<file path="src/shared/tmr8_pkg.sv">
// Constants, register map and field layouts of the 8-bit timer/counter
package tmr8_pkg;

    // ==========================================================
    // Register byte offsets
    localparam logic [7:0] COUNT_OFS = 8'h00;
    localparam logic [7:0] OPTION_OFS = 8'h04;
    localparam logic [7:0] INTCTL_OFS = 8'h08;
    localparam logic [7:0] IRQ_STATUS_OFS = 8'h0C;
    localparam logic [7:0] IRQ_MASK_OFS = 8'h10;

    // ==========================================================
    // Field positions
    localparam int OPT_SRC_BIT = 5;
    localparam int OPT_EDGE_BIT = 4;
    localparam int OPT_BYP_BIT = 3;
    localparam int OPT_RATE_LSB = 0;
    localparam int INT_EN_BIT = 5;
    localparam int INT_FLAG_BIT = 2;
    localparam int IRQ_OVF_BIT = 0;

    // ==========================================================
    // Reset values
    localparam logic [7:0] COUNT_RST = 8'h00;
    localparam logic [5:0] OPTION_RST = 6'h3F;

    // ==========================================================
    // Timing
    localparam logic [1:0] PHASES_PER_CYCLE_M1 = 2'h3;
    localparam logic [1:0] PHASE_Q2 = 2'h1;
    localparam logic [1:0] PHASE_Q4 = 2'h3;
    localparam logic [1:0] WRITE_HOLDOFF_CYCLES = 2'h2;
    localparam int PSC_WIDTH = 8;
    localparam int RATE_WIDTH = 3;

    // ==========================================================
    // Types
    typedef struct packed {
        logic src_sel;
        logic edge_sel;
        logic bypass;
        logic [RATE_WIDTH-1:0] rate;
    } option_t;

    typedef struct packed {
        logic [31:0] addr;
        logic write;
        logic valid;
    } bus_req_t;

    typedef enum logic [2:0] {
        HOLD_IDLE = 3'b001,
        HOLD_ONE = 3'b010,
        HOLD_TWO = 3'b100
    } holdoff_t;

endpackage

</file>
<file path="src/tmr8_core.sv">
// Eight-bit timer/counter with prescaler and AHB-Lite register slave
//
// Added by the designer: the AHB-Lite slave port and the register addresses.
`timescale 1ns/1ps
`default_nettype none
module tmr8_core
    import tmr8_pkg::*;
(
    // Clock and reset
    input wire logic hclk,
    input wire logic hresetn,
    // AHB-Lite slave
    input wire logic hsel,
    input wire logic [31:0] haddr,
    input wire logic [1:0] htrans,
    input wire logic hwrite,
    input wire logic [2:0] hsize,
    input wire logic hready,
    input wire logic [31:0] hwdata,
    output logic [31:0] hrdata,
    output logic hreadyout,
    output logic hresp,
    // Pins and system
    input wire logic external_count_input,
    input wire logic sleep_mode,
    // Results
    output logic irq,
    output logic overflow_gate
);

    // ==========================================================
    // Declarations
    bus_req_t req_q;
    logic [31:0] rdata_q;
    logic [7:0] count_register_q;
    option_t opt_q;
    logic overflow_flag_q;
    logic overflow_irq_enable_q;
    logic [1:0] phase_q;
    logic ext_meta_q;
    logic ext_sync_q;
    logic src_prev_q;
    logic smp_q;
    logic smp_prev_q;
    logic resync_q;
    logic ovf_pulse_q;
    holdoff_t hold_q;
    logic run;
    logic q2_en;
    logic q4_en;
    logic icyc_level;
    logic src_level;
    logic src_edge;
    logic psc_tap;
    logic psc_out;
    logic inc;
    logic wrap;
    logic wr_commit;
    logic wr_count;
    logic wr_option;
    logic wr_intctl;
    logic wr_status;
    logic wr_mask;
    logic addr_phase;
    logic [31:0] rd_mux;
    logic [7:0] wofs;

    // ==========================================================
    // Bus decode
    assign addr_phase = hsel && hready && htrans[1];
    // Upper address bits must be zero, as on the read side, so no alias
    assign wr_commit = req_q.valid && req_q.write
        && (req_q.addr[31:8] == 24'h00_0000);
    assign wofs = req_q.addr[7:0];
    assign wr_count = wr_commit && (wofs == COUNT_OFS);
    assign wr_option = wr_commit && (wofs == OPTION_OFS);
    assign wr_intctl = wr_commit && (wofs == INTCTL_OFS);
    assign wr_status = wr_commit && (wofs == IRQ_STATUS_OFS);
    assign wr_mask = wr_commit && (wofs == IRQ_MASK_OFS);

    // Single-cycle slave: never stalls, always OKAY
    assign hreadyout = 1'b1;
    assign hresp = 1'b0;
    assign hrdata = rdata_q;

    always_ff @(posedge hclk or negedge hresetn) begin
        if (!hresetn) begin
            req_q <= '0;
        end else if (hready) begin
            req_q.valid <= addr_phase;
            req_q.write <= hwrite;
            req_q.addr <= haddr;
        end
    end

    always_comb begin
        rd_mux = 32'h0000_0000;
        case (haddr[31:0])
            {24'h00_0000, COUNT_OFS}: begin
                rd_mux[7:0] = count_register_q;
            end
            {24'h00_0000, OPTION_OFS}: begin
                rd_mux[OPT_SRC_BIT] = opt_q.src_sel;
                rd_mux[OPT_EDGE_BIT] = opt_q.edge_sel;
                rd_mux[OPT_BYP_BIT] = opt_q.bypass;
                rd_mux[OPT_RATE_LSB +: RATE_WIDTH] = opt_q.rate;
            end
            {24'h00_0000, INTCTL_OFS}: begin
                rd_mux[INT_EN_BIT] = overflow_irq_enable_q;
                rd_mux[INT_FLAG_BIT] = overflow_flag_q;
            end
            {24'h00_0000, IRQ_STATUS_OFS}: begin
                rd_mux[IRQ_OVF_BIT] = overflow_flag_q;
            end
            {24'h00_0000, IRQ_MASK_OFS}: begin
                rd_mux[IRQ_OVF_BIT] = overflow_irq_enable_q;
            end
            default: begin
                rd_mux = 32'h0000_0000;
            end
        endcase
    end

    // Read data sampled in the address phase, presented in the data phase
    always_ff @(posedge hclk or negedge hresetn) begin
        if (!hresetn) begin
            rdata_q <= 32'h0000_0000;
        end else if (addr_phase && !hwrite) begin
            rdata_q <= rd_mux;
        end
    end

    // ==========================================================
    // Instruction clock phases
    // Sleep freezes the phase counter, so nothing downstream moves
    assign run = !sleep_mode;

    always_ff @(posedge hclk or negedge hresetn) begin
        if (!hresetn) begin
            phase_q <= 2'h0;
        end else if (run) begin
            if (phase_q == PHASES_PER_CYCLE_M1) begin
                phase_q <= 2'h0;
            end else begin
                phase_q <= phase_q + 2'h1;
            end
        end
    end

    assign q2_en = run && (phase_q == PHASE_Q2);
    assign q4_en = run && (phase_q == PHASE_Q4);
    // High in the last half of each cycle: hclk divided by four
    assign icyc_level = phase_q[1];

    // ==========================================================
    // External pin synchroniser
    always_ff @(posedge hclk or negedge hresetn) begin
        if (!hresetn) begin
            ext_meta_q <= 1'b0;
            ext_sync_q <= 1'b0;
        end else begin
            ext_meta_q <= external_count_input;
            ext_sync_q <= ext_meta_q;
        end
    end

    // ==========================================================
    // Source select and edge polarity
    always_comb begin
        if (opt_q.src_sel) begin
            src_level = ext_sync_q ^ opt_q.edge_sel;
        end else begin
            src_level = icyc_level ^ opt_q.edge_sel;
        end
    end

    // After an option change one cycle of edges is dropped, so a
    // polarity or source flip cannot fake an increment
    always_ff @(posedge hclk or negedge hresetn) begin
        if (!hresetn) begin
            // Idle source level after reset: pin low, falling-edge select
            src_prev_q <= OPTION_RST[OPT_EDGE_BIT];
            resync_q <= 1'b0;
        end else begin
            src_prev_q <= src_level;
            resync_q <= wr_option;
        end
    end

    assign src_edge = run && src_level && !src_prev_q && !resync_q;

    // ==========================================================
    // Prescaler
    tmr8_prescaler #(
        .WIDTH(PSC_WIDTH),
        .SEL_WIDTH(RATE_WIDTH)
    ) u_psc (
        .hclk(hclk),
        .hresetn(hresetn),
        .clear(wr_count),
        .step(src_edge),
        .rate(opt_q.rate),
        .tap(psc_tap)
    );

    // Bypass routes the source level past the divider
    assign psc_out = opt_q.bypass ? src_level : psc_tap;

    // ==========================================================
    // Phase-two and phase-four sampling of the prescaler output
    always_ff @(posedge hclk or negedge hresetn) begin
        if (!hresetn) begin
            // Match the bypassed idle level so release is not a rise
            smp_q <= OPTION_RST[OPT_EDGE_BIT];
            smp_prev_q <= OPTION_RST[OPT_EDGE_BIT];
        end else if (resync_q) begin
            smp_q <= psc_out;
            smp_prev_q <= psc_out;
        end else if (q2_en || q4_en) begin
            smp_q <= psc_out;
            smp_prev_q <= smp_q;
        end
    end

    // ==========================================================
    // Write hold-off: two instruction cycles after a count write
    always_ff @(posedge hclk or negedge hresetn) begin
        if (!hresetn) begin
            hold_q <= HOLD_IDLE;
        end else if (wr_count) begin
            hold_q <= HOLD_TWO;
        end else if (q4_en) begin
            case (hold_q)
                HOLD_TWO: begin
                    hold_q <= HOLD_ONE;
                end
                HOLD_ONE: begin
                    hold_q <= HOLD_IDLE;
                end
                default: begin
                    hold_q <= HOLD_IDLE;
                end
            endcase
        end
    end

    // One increment per sampled rising edge, at most one per half cycle
    assign inc = (q2_en || q4_en) && smp_q && !smp_prev_q && !resync_q
        && (hold_q == HOLD_IDLE);
    assign wrap = inc && (count_register_q == 8'hFF);

    // ==========================================================
    // Count register
    always_ff @(posedge hclk or negedge hresetn) begin
        if (!hresetn) begin
            count_register_q <= COUNT_RST;
        end else if (wr_count) begin
            count_register_q <= hwdata[7:0];
        end else if (inc) begin
            count_register_q <= count_register_q + 8'h01;
        end
    end

    // ==========================================================
    // Option register
    always_ff @(posedge hclk or negedge hresetn) begin
        if (!hresetn) begin
            opt_q <= option_t'(OPTION_RST);
        end else if (wr_option) begin
            opt_q.src_sel <= hwdata[OPT_SRC_BIT];
            opt_q.edge_sel <= hwdata[OPT_EDGE_BIT];
            opt_q.bypass <= hwdata[OPT_BYP_BIT];
            opt_q.rate <= hwdata[OPT_RATE_LSB +: RATE_WIDTH];
        end
    end

    // ==========================================================
    // Overflow flag and enable
    // A wrap in the same cycle as a software clear keeps the flag set
    always_ff @(posedge hclk or negedge hresetn) begin
        if (!hresetn) begin
            overflow_flag_q <= 1'b0;
        end else if (wrap) begin
            overflow_flag_q <= 1'b1;
        end else if (wr_intctl && !hwdata[INT_FLAG_BIT]) begin
            overflow_flag_q <= 1'b0;
        end else if (wr_status && hwdata[IRQ_OVF_BIT]) begin
            overflow_flag_q <= 1'b0;
        end
    end

    always_ff @(posedge hclk or negedge hresetn) begin
        if (!hresetn) begin
            overflow_irq_enable_q <= 1'b0;
        end else if (wr_intctl) begin
            overflow_irq_enable_q <= hwdata[INT_EN_BIT];
        end else if (wr_mask) begin
            overflow_irq_enable_q <= hwdata[IRQ_OVF_BIT];
        end
    end

    // Level request; in sleep no wrap can happen, so it rises only on an enable write
    assign irq = overflow_flag_q && overflow_irq_enable_q;

    // ==========================================================
    // Gate source for the companion timer
    always_ff @(posedge hclk or negedge hresetn) begin
        if (!hresetn) begin
            ovf_pulse_q <= 1'b0;
        end else begin
            ovf_pulse_q <= wrap;
        end
    end

    assign overflow_gate = ovf_pulse_q;

endmodule
`default_nettype wire

</file>
<file path="src/tmr8_prescaler.sv">
// Timer prescaler: ripple-free binary divider with a selectable tap
`timescale 1ns/1ps
`default_nettype none
module tmr8_prescaler
    import tmr8_pkg::*;
#(
    parameter int WIDTH = PSC_WIDTH,
    parameter int SEL_WIDTH = RATE_WIDTH
) (
    // Clock and reset
    input wire logic hclk,
    input wire logic hresetn,
    // Control
    input wire logic clear,
    input wire logic step,
    input wire logic [SEL_WIDTH-1:0] rate,
    // Tap
    output logic tap
);

    logic [WIDTH-1:0] cnt_q;

    always_ff @(posedge hclk or negedge hresetn) begin
        if (!hresetn) begin
            cnt_q <= '0;
        end else if (clear) begin
            cnt_q <= '0;
        end else if (step) begin
            cnt_q <= cnt_q + 1'b1;
        end
    end

    // Bit n has a period of 2^(n+1) steps
    always_comb begin
        tap = cnt_q[rate];
    end

endmodule
`default_nettype wire

</file>
<file path="config.mk">
export PLATFORM = sky130hd
export DESIGN_NAME = tmr8_core
export DESIGN_NICKNAME = d
export VERILOG_FILES = /design/src/shared/tmr8_pkg.sv /design/src/tmr8_core.sv /design/src/tmr8_prescaler.sv
export SDC_FILE = /design/constraint.sdc
export NUM_CORES = 1
export LEC_CHECK = 0
export BUFFER_PORTS_ARGS = -buffer_cell sky130_fd_sc_hd__buf_2
export CORE_ASPECT_RATIO = 1.4
export CORE_MARGIN = 2
export CORE_UTILIZATION = 45
export CTS_BUF_LIST = sky130_fd_sc_hd__clkbuf_8 sky130_fd_sc_hd__clkbuf_16
export DETAILED_ROUTE_END_ITERATION = 8
export GPL_ROUTABILITY_DRIVEN = 1
export HOLD_SLACK_MARGIN = 0.03
export PLACE_DENSITY_LB_ADDON = 0.3
export SYNTH_ARGS = -nofsm -noshare
export SYNTH_HDL_FRONTEND = slang
export SYNTH_HIERARCHICAL = 1
export SYNTH_SLANG_ARGS = --single-unit
</file>
<file path="constraint.sdc">
create_clock -name hclk -period 2.5 [get_ports hclk]
set_clock_uncertainty 0.2 [all_clocks]
set_input_delay 0.5 -clock hclk [delete_from_list [all_inputs] [get_ports hclk]]
set_output_delay 0.5 -clock hclk [all_outputs]
set_load 0.005 [all_outputs]
</file>
### After elaboration in Yosys (flattened, before gate mapping)

Cells that the tools add are included.

* magnitude comparators: 1
* bitwise gates (word level): 2
* equal/unequal tests: 13
* reduce and logical (&&, ||, !) cells: 39
* add/subtract/negate cells: 3
* mux-type cells: 27

Operators with widths (number)
* 32-bit by 4-bit == test with 1-bit output (second input constant): 2
* 32-bit by 3-bit == test with 1-bit output (second input constant): 1
* 32-bit by 5-bit == test with 1-bit output (second input constant): 1
* 32-bit zero test: 1
* 8-bit two-way mux: 4
* 24-bit zero test: 1
* 1-bit logical AND: 23
* 8-bit by 1-bit adder with 8-bit output (second input constant): 2
* 8-bit by 4-bit == test with 1-bit output (second input constant): 2
* 1-bit two-way mux: 12
* 2-bit nonzero test: 5
* 8-bit by 3-bit == test with 1-bit output (second input constant): 1
* 8-bit by 5-bit == test with 1-bit output (second input constant): 1
* 8-bit == test (second input constant): 1
* 8-bit zero test: 1
* 1-bit zero test: 6
* 2-bit two-way mux: 3
* 3-bit two-way mux: 2
* 1-bit one-hot mux with 3 select lines: 2
* 3-bit by 4-bit less-than comparator with 1-bit output (second input constant): 1
* 1-bit one-hot mux with 4 select lines: 1
* 2-bit one-hot mux with 2 select lines: 1
* 1-bit binary-select mux with 3-bit select: 1
* 3-bit by 1-bit == test with 1-bit output (second input constant): 1
* 8 further kinds: 9

* register bits after elaboration: 78
* output and inout bits: 36
* bits of input ports: 76
* logic and storage cells: 106

### Longest topological paths before layout

Gate-level depths: netlist of run 1.

* word-level depth: 9
* depth in mapped cells: 7
* depth with buffers taken out: 7

### By module

Netlist of run 1, hierarchy kept.

By module, submodules not included
* tmr8_core: cells an instance 278, area an instance 3358.2 um2, times used 1, sequential area each 1764.2 um2
* tmr8_prescaler: cells an instance 39, area an instance 425.4 um2, times used 1, sequential area each 200.2 um2

### Least setup slack after synthesis of run 1

Ideal clock, no wire load.

* path type: reg2reg
* start: reg smp_q
* end: reg count_register_q[5]
* stages on the path, launching flop included: 6
* setup time: 0.125 ns
* buffers on the path: 0
* arrival time: 1.915 ns
* clock period less this slack: 2.240 ns
* required time: 2.175 ns
* slack: 0.260 ns
* cells stage by stage: dfstp_2 or4b_4 nor4_1 nand3_1 xnor2_1 mux2_2

* cells in the longest elaborated chain, start to end: 5

Ends and longest elaborated chain
* start, declared: RTL line tmr8_core.sv:43 `logic smp_q;`
* start signal, assigned: RTL line tmr8_core.sv:214 `smp_q <= OPTION_RST[OPT_EDGE_BIT];`
* start signal, assigned: RTL line tmr8_core.sv:217 `smp_q <= psc_out;`
* start signal, assigned: RTL line tmr8_core.sv:220 `smp_q <= psc_out;`
* 1-bit logical AND (3 in series): RTL line tmr8_core.sv:248 `assign inc = (q2_en || q4_en) && smp_q && !smp_prev_q && !resync_q`
* 1-bit logical AND: RTL line tmr8_core.sv:249 `&& (hold_q == HOLD_IDLE);`
* 2-bit nonzero test (no source line)
* end signal, assigned: RTL line tmr8_core.sv:258 `count_register_q <= hwdata[7:0];`
* end signal, assigned: RTL line tmr8_core.sv:260 `count_register_q <= count_register_q + 8'h01;`
* end, declared: RTL line tmr8_core.sv:35 `logic [7:0] count_register_q;`

No other way between the ends.
A chain may end at the register's enable or synchronous reset.

### Worst setup path in the final report of run 1

* start: reg req_q[20] in the netlist's numbering
* end: reg count_register_q[1]

* cells in the longest elaborated chain, start to end: 4
* elaborated cells between the ends (all ways): 5
* those cells by class: 1 x mux; 4 x reduce/logical

Ends and longest elaborated chain
* start, declared: RTL line tmr8_core.sv:33 `bus_req_t req_q;`
* 24-bit zero test *: RTL line tmr8_core.sv:73 `&& (req_q.addr[31:8] == 24'h00_0000);`
* 1-bit logical AND *: RTL line tmr8_core.sv:73
* 1-bit logical AND *: RTL line tmr8_core.sv:75 `assign wr_count = wr_commit && (wofs == COUNT_OFS);`
* 8-bit two-way mux or 2-bit nonzero test (tied branches)

Mark *: on every way between the ends. The rest lies on a longest branch, timed or not.

==> results.py, run 1 <==
metrics = {
    "final_layout": {
        "final_util": 0.548,
        "drive_gt1_frac": 0.385,
        "final_nets": 467,
        "n_antenna_cell": 0,
        "fin_cells": 492,
        "layout-area-overhead-vs-synth_pct": 17.9,
    },
    "clocking": {
        "htreeDepth": 3,
        "root_buffer": "clkbuf_16",
        "clock_path_buffers": 2,
        "clk_pin_slew_ns": 0.05,
        "cts_tree": "done",
        "cts_sinks": 78,
        "cts_buffers": 9,
        "insertion_delay_ns": 0.33,
    },
    "hold_path": {
        "hold_start": "external_count_input",
        "holdPathStages": 1,
        "min_path_type": "input port to register",
        "hold_end": "ext_meta_q",
    },
    "worst_setup_path": {
        "crit_family": "simple AND/OR/NAND/NOR gates",
        "reg2regPathDepth": 6,
        "crit_arrival_ns": 2.37,
        "critPathRequiredTime_ns": 2.52,
        "end_kind": "register",
        "max_stage_delay_ns": 0.46,
        "path_cells": "nor4_1 -> nand4_1 -> nor3_2 -> buf_4 -> nand3_2 -> mux2_4",
        "path_class": "register to register",
        "start_kind": "register",
        "rrSetupSlack_ns": 0.15,
        "critPathSlowestCell": "nor4_1",
        "r2r_start": "req_q[20]",
        "critPathBufInv": 1,
        "worstReg2RegEnd": "count_register_q[1]",
        "crit_fanout": 9,
    },
    "placement": {
        "dp.cells": 477,
        "gp_congestion": 0.877,
        "place_hpwl_microns": 5960,
        "io_buffers": 57,
    },
    "drt": {
        "routedWlPerCell_microns": 15.9,
        "drt-total-wl_microns": 7800,
        "top_layer_used": "met4",
        "drtIter0Drc": 100,
        "wl_met3_microns": 337,
        "final_antenna_net_count": 0,
        "drt-met1-wl_microns": 3000,
        "first_pass_iters": 4,
        "wl_met2_microns": 4300,
        "viasPerCell": 5.28,
        "route.detailed.drc": 0,
        "dr_total_vias": 2597,
    },
    "synth": {
        "synth.yosys.seq_area_share": 0.519,
        "syn_area_per_cell_sq_um": 11.9,
        "yosys_warnings": 6,
        "synth_cell_types": 42,
        "synth_edf_count": 0,
        "synth_seq_cells": 78,
        "syn-instance-count": 317,
        "async_flop_share": 1.00,
        "netlist_area_sq_um": 3780,
        "ys.flop_type": "dfrtp_1",
    },
    "timing": {
        "hold_viol": 0,
        "period_minus_slack_ns": 2.35,
        "setup_tns_ns": 0,
        "max_freq_mhz": 425,
        "rsz0062_at_grt": "false",
        "final-setup-viol-count": 0,
        "fin_crit_sh": 0.940,
        "slew_violations": 0,
    },
    "floorplan": {
        "die_h_microns": 112,
        "die_w_microns": 81.5,
        "coreArea_sq_um": 8150,
        "initial_utilization": 0.464,
        "num_rows": 39,
        "die-area_sq_um": 9170,
        "ios": 112,
    },
    "grt": {
        "overflow": 0,
        "grt_start_max_net_pins": 39,
        "antenna_found_initial": 0,
        "grt_util_all_layers": 0.191,
        "grt_pass1_wl_microns": 13000,
        "grt_pass1_vias": 2670,
    },
    "power_and_ir_drop": {
        "ir_worst_vdd_mv": 0.444,
        "cellLeakagePower_nw": 2.06,
        "total_power_mw": 3.56,
        "powerDensity_nw_per_um2": 799,
    },
    "run": {
        "drv_cap": 0,
    },
    "run_status": {
        "status": "complete, no violations",
    },
}
[worst max-delay path by stage]
stage                                to       from  cells after the start
global route             u_psc/cnt_q[5]   opt_q[5]                      7
global placement    count_register_q[1]  req_q[20]                      6
CTS                      u_psc/cnt_q[5]   opt_q[5]                      7
finish              count_register_q[1]  req_q[20]                      6
detailed placement  count_register_q[1]  req_q[20]                      6
floorplan           count_register_q[5]      smp_q                      5
[layout make-up]
class | instances | area, sq um
Tap cell | 102 | 128
Fill cell | 716 | 3690
Multi-Input combinational cell | 222 | 1660
Timing Repair Buffer | 69 | 393
Sequential cell | 78 | 1960
Clock buffer | 11 | 253
Inverter | 7 | 26.3
Clock inverter | 3 | 37.5
[synth_stat cells (4+ instances only)]
cell / count / area share
a22o_1: 9 / 0.021
dfrtp_1: 68 / 0.45
buf_4: 27 / 0.054
inv_1: 7 / 0.0069
nor4_1: 14 / 0.023
a21oi_1: 5 / 0.0066
clkbuf_1: 6 / 0.0060
nand4_1: 8 / 0.013
mux2i_1: 6 / 0.016
o21ai_0: 10 / 0.013
nand2_1: 13 / 0.013
ha_1: 4 / 0.013
xnor2_1: 6 / 0.014
mux2_2: 50 / 0.15
nor3_1: 6 / 0.0079
xor2_1: 6 / 0.014
nor2_1: 15 / 0.015
or3_1: 4 / 0.0066
dfstp_2: 10 / 0.069
nand3_1: 9 / 0.012
[cell families after synthesis]
| group | synth area share |
|---|---|
| mux | 0.185 |
| simple gates | 0.130 |
| buf+inv | 0.0675 |
| flops | 0.519 |
| other cells | 0.00198 |
| xor+xnor | 0.0278 |
| compound gates | 0.0556 |
| fa+ha+maj | 0.0132 |
[routing by layer]
metal / up-vias / track usage
li1: 1234 / -
met1: 1287 / 0.227
met4: 0 / 0.0825
met2: 64 / 0.323
met5: - / 0
met3: 12 / 0.0434
[placed cells by master (no fill, tap or decap), types with 2 or more instances in the layout]
| cell type | Yosys | final |
|---|---|---|
| a21o_1 | 2 | 2 |
| a21oi_1 | 5 | 5 |
| a22o_1 | 9 | 9 |
| and3_1 | 3 | 3 |
| buf_2 | 0 | 56 |
| buf_4 | 27 | 11 |
| clkbuf_16 | 0 | 9 |
| clkbuf_8 | 0 | 2 |
| conb_1 | 2 | 26 |
| dfrtp_1 | 68 | 68 |
| dfstp_2 | 10 | 10 |
| ha_1 | 4 | 4 |
| inv_1 | 7 | 9 |
| mux2_2 | 50 | 50 |
| mux2_4 | 2 | 2 |
| mux2i_1 | 6 | 6 |
| mux4_2 | 2 | 2 |
| nand2_1 | 13 | 13 |
| nand2b_1 | 3 | 3 |
| nand3_1 | 9 | 9 |
| nand4_1 | 8 | 8 |
| nor2_1 | 15 | 15 |
| nor2b_1 | 3 | 3 |
| nor3_1 | 6 | 6 |
| nor4_1 | 14 | 14 |
| o21ai_0 | 10 | 10 |
| o21ai_1 | 2 | 2 |
| or3_1 | 4 | 4 |
| xnor2_1 | 6 | 6 |
| xor2_1 | 6 | 6 |
[state kept, by name, indices dropped and copies added (netlist names)]
register and flops:
count_register_q 8, ext_meta_q 1, ext_sync_q 1, hold_q 3, hrdata 8, opt_q 6
overflow_flag_q 1, overflow_gate 1, overflow_irq_enable_q 1, phase_q 2, req_q 34, resync_q 1
smp_prev_q 1, smp_q 1, src_prev_q 1, u_psc/cnt_q 8
[metrics by stage]
step	instance area, sq um	hold slack [ns]	setup slack [ns]
after detailed placement	4160	0.139	0.132
after global routing	4460	0.0699	0.0131
final	4460	0.0703	0.150
after floorplan	3870	0.00441	0.260
after CTS	4460	0.0599	0.114
after global placement	4160	0.139	0.169
[worst register-to-register path, delay by kind of cell (launching register included)]
kind | cells | cell delay (ns)
muxes | 1 | 0.37
and+or+nand+nor | 4 | 1.14
DFF | 1 | 0.37
buffers and inverters | 1 | 0.16
[where the power goes]
part	internal [mW]	switching (mW)
clock network	0.808	0.460
logic	0.340	0.278
registers	1.48	0.198
total	2.63	0.936
[timing repair]
item,CTS,global route
endpoints found under the hold margin,19,0
gates resized for setup,0,1
hold buffers,1,0
setup buffers,0,0
setup endpoints to repair,0,1
Power figures use the tool's default switching activity.
==> run 2, diff against run 1 <==
--- a/config.mk
+++ b/config.mk
@@ -6,7 +6,6 @@
 export NUM_CORES = 1
 export LEC_CHECK = 0
 export BUFFER_PORTS_ARGS = -buffer_cell sky130_fd_sc_hd__buf_2
-export CORE_ASPECT_RATIO = 1.4
 export CORE_MARGIN = 2
 export CORE_UTILIZATION = 45
 export CTS_BUF_LIST = sky130_fd_sc_hd__clkbuf_8 sky130_fd_sc_hd__clkbuf_16
==> run 2 against run 1 <==
  * Final cell count rose by 0.41%
  * Sequential share of layout area rose by 0.65 points
  * Wire length fell by 5.6%
  * Non-clock buffer count fell by 3
  * Register-to-register slack barely moved
  * Global-route usage fell by 1.9 points
  * Clock-buffer cell count fell by 2
  * Critical path depth rose by 1
  * Combinational power rose by 1%
  * Maximum frequency fell by 0.46%
  * Critical endpoint is now u_psc/cnt_q[5]
  * Highest routed layer unchanged
==> results.py, run 2 (synthesis results as in run 1) <==
metrics = {
    "grt": {
        "grt_pass1_wl_microns": 12000,
        "grt_util_all_layers": 0.172,
        "grt_pass1_vias": 2518,
        "antenna_found_initial": 0,
        "overflow": 0,
        "grt_start_max_net_pins": 38,
    },
    "final_layout": {
        "n_antenna_cell": 0,
        "final_cell_mix": "dfrtp_1, buf_2, mux2_2",
        "regMostFlops": "req_q",
        "finalInstanceArea_sq_um": 4400,
        "layout_commonest_cell": "dfrtp_1",
        "final_nets": 464,
        "largest_reg_flops": 34,
        "drive_gt1_frac": 0.388,
        "layout-area-overhead-vs-synth_pct": 16.2,
    },
    "drt": {
        "dr_total_vias": 2583,
        "routedWlPerCell_microns": 14.9,
        "viasPerCell": 5.23,
        "final_antenna_net_count": 0,
        "first_pass_iters": 5,
        "drt-total-wl_microns": 7370,
        "drtIter0Drc": 95,
        "route.detailed.drc": 0,
    },
    "worst_setup_path": {
        "crit_fanout": 6,
        "critPathBufInv": 1,
        "crit_family": "simple AND/OR/NAND/NOR gates",
        "r2r_start": "opt_q[5]",
        "critPathRequiredTime_ns": 2.57,
        "cp.depth": 7,
        "max_stage_delay_ns": 0.56,
        "worstReg2RegEnd": "u_psc/cnt_q[5]",
        "end_kind": "register",
        "path_class": "register to register",
        "reg2regPathDepth": 7,
        "path_cells": "mux2i_1 -> xnor2_1 -> nor4b_1 -> buf_4 -> nand4_1 -> or3_1 -> a21oi_1",
        "critPathSlowestCell": "dfstp_2",
        "rrSetupSlack_ns": 0.14,
        "crit_arrival_ns": 2.43,
        "start_kind": "register",
    },
    "timing": {
        "slew_violations": 0,
        "rsz0062_at_grt": "false",
        "holdWs_ns": 0.0603,
        "max_freq_mhz": 424,
        "final-setup-viol-count": 0,
        "hold_viol": 0,
        "setup_tns_ns": 0,
        "fin_crit_sh": 0.944,
        "period_minus_slack_ns": 2.36,
    },
    "hold_path": {
        "min_path_type": "input port to register",
        "holdPathStages": 1,
        "hold_end": "ext_meta_q",
        "hold_start": "external_count_input",
    },
    "run_status": {
        "status": "complete, no violations",
    },
    "clocking": {
        "cts_sinks": 78,
        "clock_path_buffers": 2,
        "cts_tree": "done",
        "root_buffer": "clkbuf_8",
        "post_cts_buffers": 0,
        "htreeDepth": 3,
        "clk_pin_slew_ns": 0.08,
        "insertion_delay_ns": 0.35,
        "cts_buffers": 9,
    },
    "floorplan": {
        "die-area_sq_um": 9160,
        "die_w_microns": 95.7,
        "num_rows": 33,
        "initial_utilization": 0.463,
        "ios": 112,
        "coreArea_sq_um": 8180,
        "die_h_microns": 95.7,
    },
    "placement": {
        "gp_congestion": 0.802,
        "place_area_sq_um": 4140,
        "io_buffers": 57,
        "place_hpwl_microns": 5560,
    },
    "power_and_ir_drop": {
        "cellLeakagePower_nw": 2.01,
        "powerDensity_nw_per_um2": 778,
        "ir_worst_vdd_mv": 0.343,
        "total_power_mw": 3.42,
    },
    "run": {
        "drv_cap": 0,
    },
}
## run 2: cell types whose count changed in the layout (fill, tap and decap cells not counted), sizes merged
cell and delta:
buf -3, bufinv +2, clkbuf -2, clkinv +2, clkinvlp +1, inv -1
## run 2: through the flow
stage | instances | util | worst slack [ns]
final | 494 | 0.538 | 0.139
after global routing | 494 | 0.538 | 0.0208
after CTS | 494 | 0.537 | 0.113
after detailed placement | 477 | 0.506 | 0.137
after global placement | 477 | 0.506 | 0.173
after floorplan | 341 | - | 0.260
## run 2: worst max-delay path by stage
stage	start	end
finish	opt_q[5]	u_psc/cnt_q[5]
global route	opt_q[5]	u_psc/cnt_q[5]
CTS	opt_q[5]	u_psc/cnt_q[5]
detailed placement	smp_q	count_register_q[6]
global placement	req_q[24]	count_register_q[1]
floorplan	smp_q	count_register_q[5]
## run 2: repair_timing
| action | in CTS | in global routing |
|---|---|---|
| endpoints found under the hold margin | 28 | 0 |
| hold buffers | 1 | 0 |
| resized for setup | 0 | 1 |
| setup endpoints to repair | 0 | 1 |
## run 2: cell type report
type                            instances  area, sq um
Sequential cell                        78         1960
Timing Repair Buffer                   66          370
Fill cell                             726         3780
Multi-Input combinational cell        222         1660
Clock buffer                            9          124
Tap cell                              105          131
Inverter                                7         26.3
Clock inverter                          7          120
## run 2: routing by layer
layer	wire (microns)	global-route usage	share of wire	vias to the layer above
met5	0	0	0	-
met4	80	0.0655	0.011	0
met3	407	0.0376	0.055	9
met2	3420	0.271	0.46	81
met1	3460	0.232	0.47	1266
li1	-	-	-	1227
## run 2: power breakdown
part           internal [mW]  total, mW  switching, mW
Sequential              1.47       1.66          0.188
Combinational          0.339      0.626          0.287
Clock                  0.666       1.13          0.467
Total                   2.48       3.42          0.941
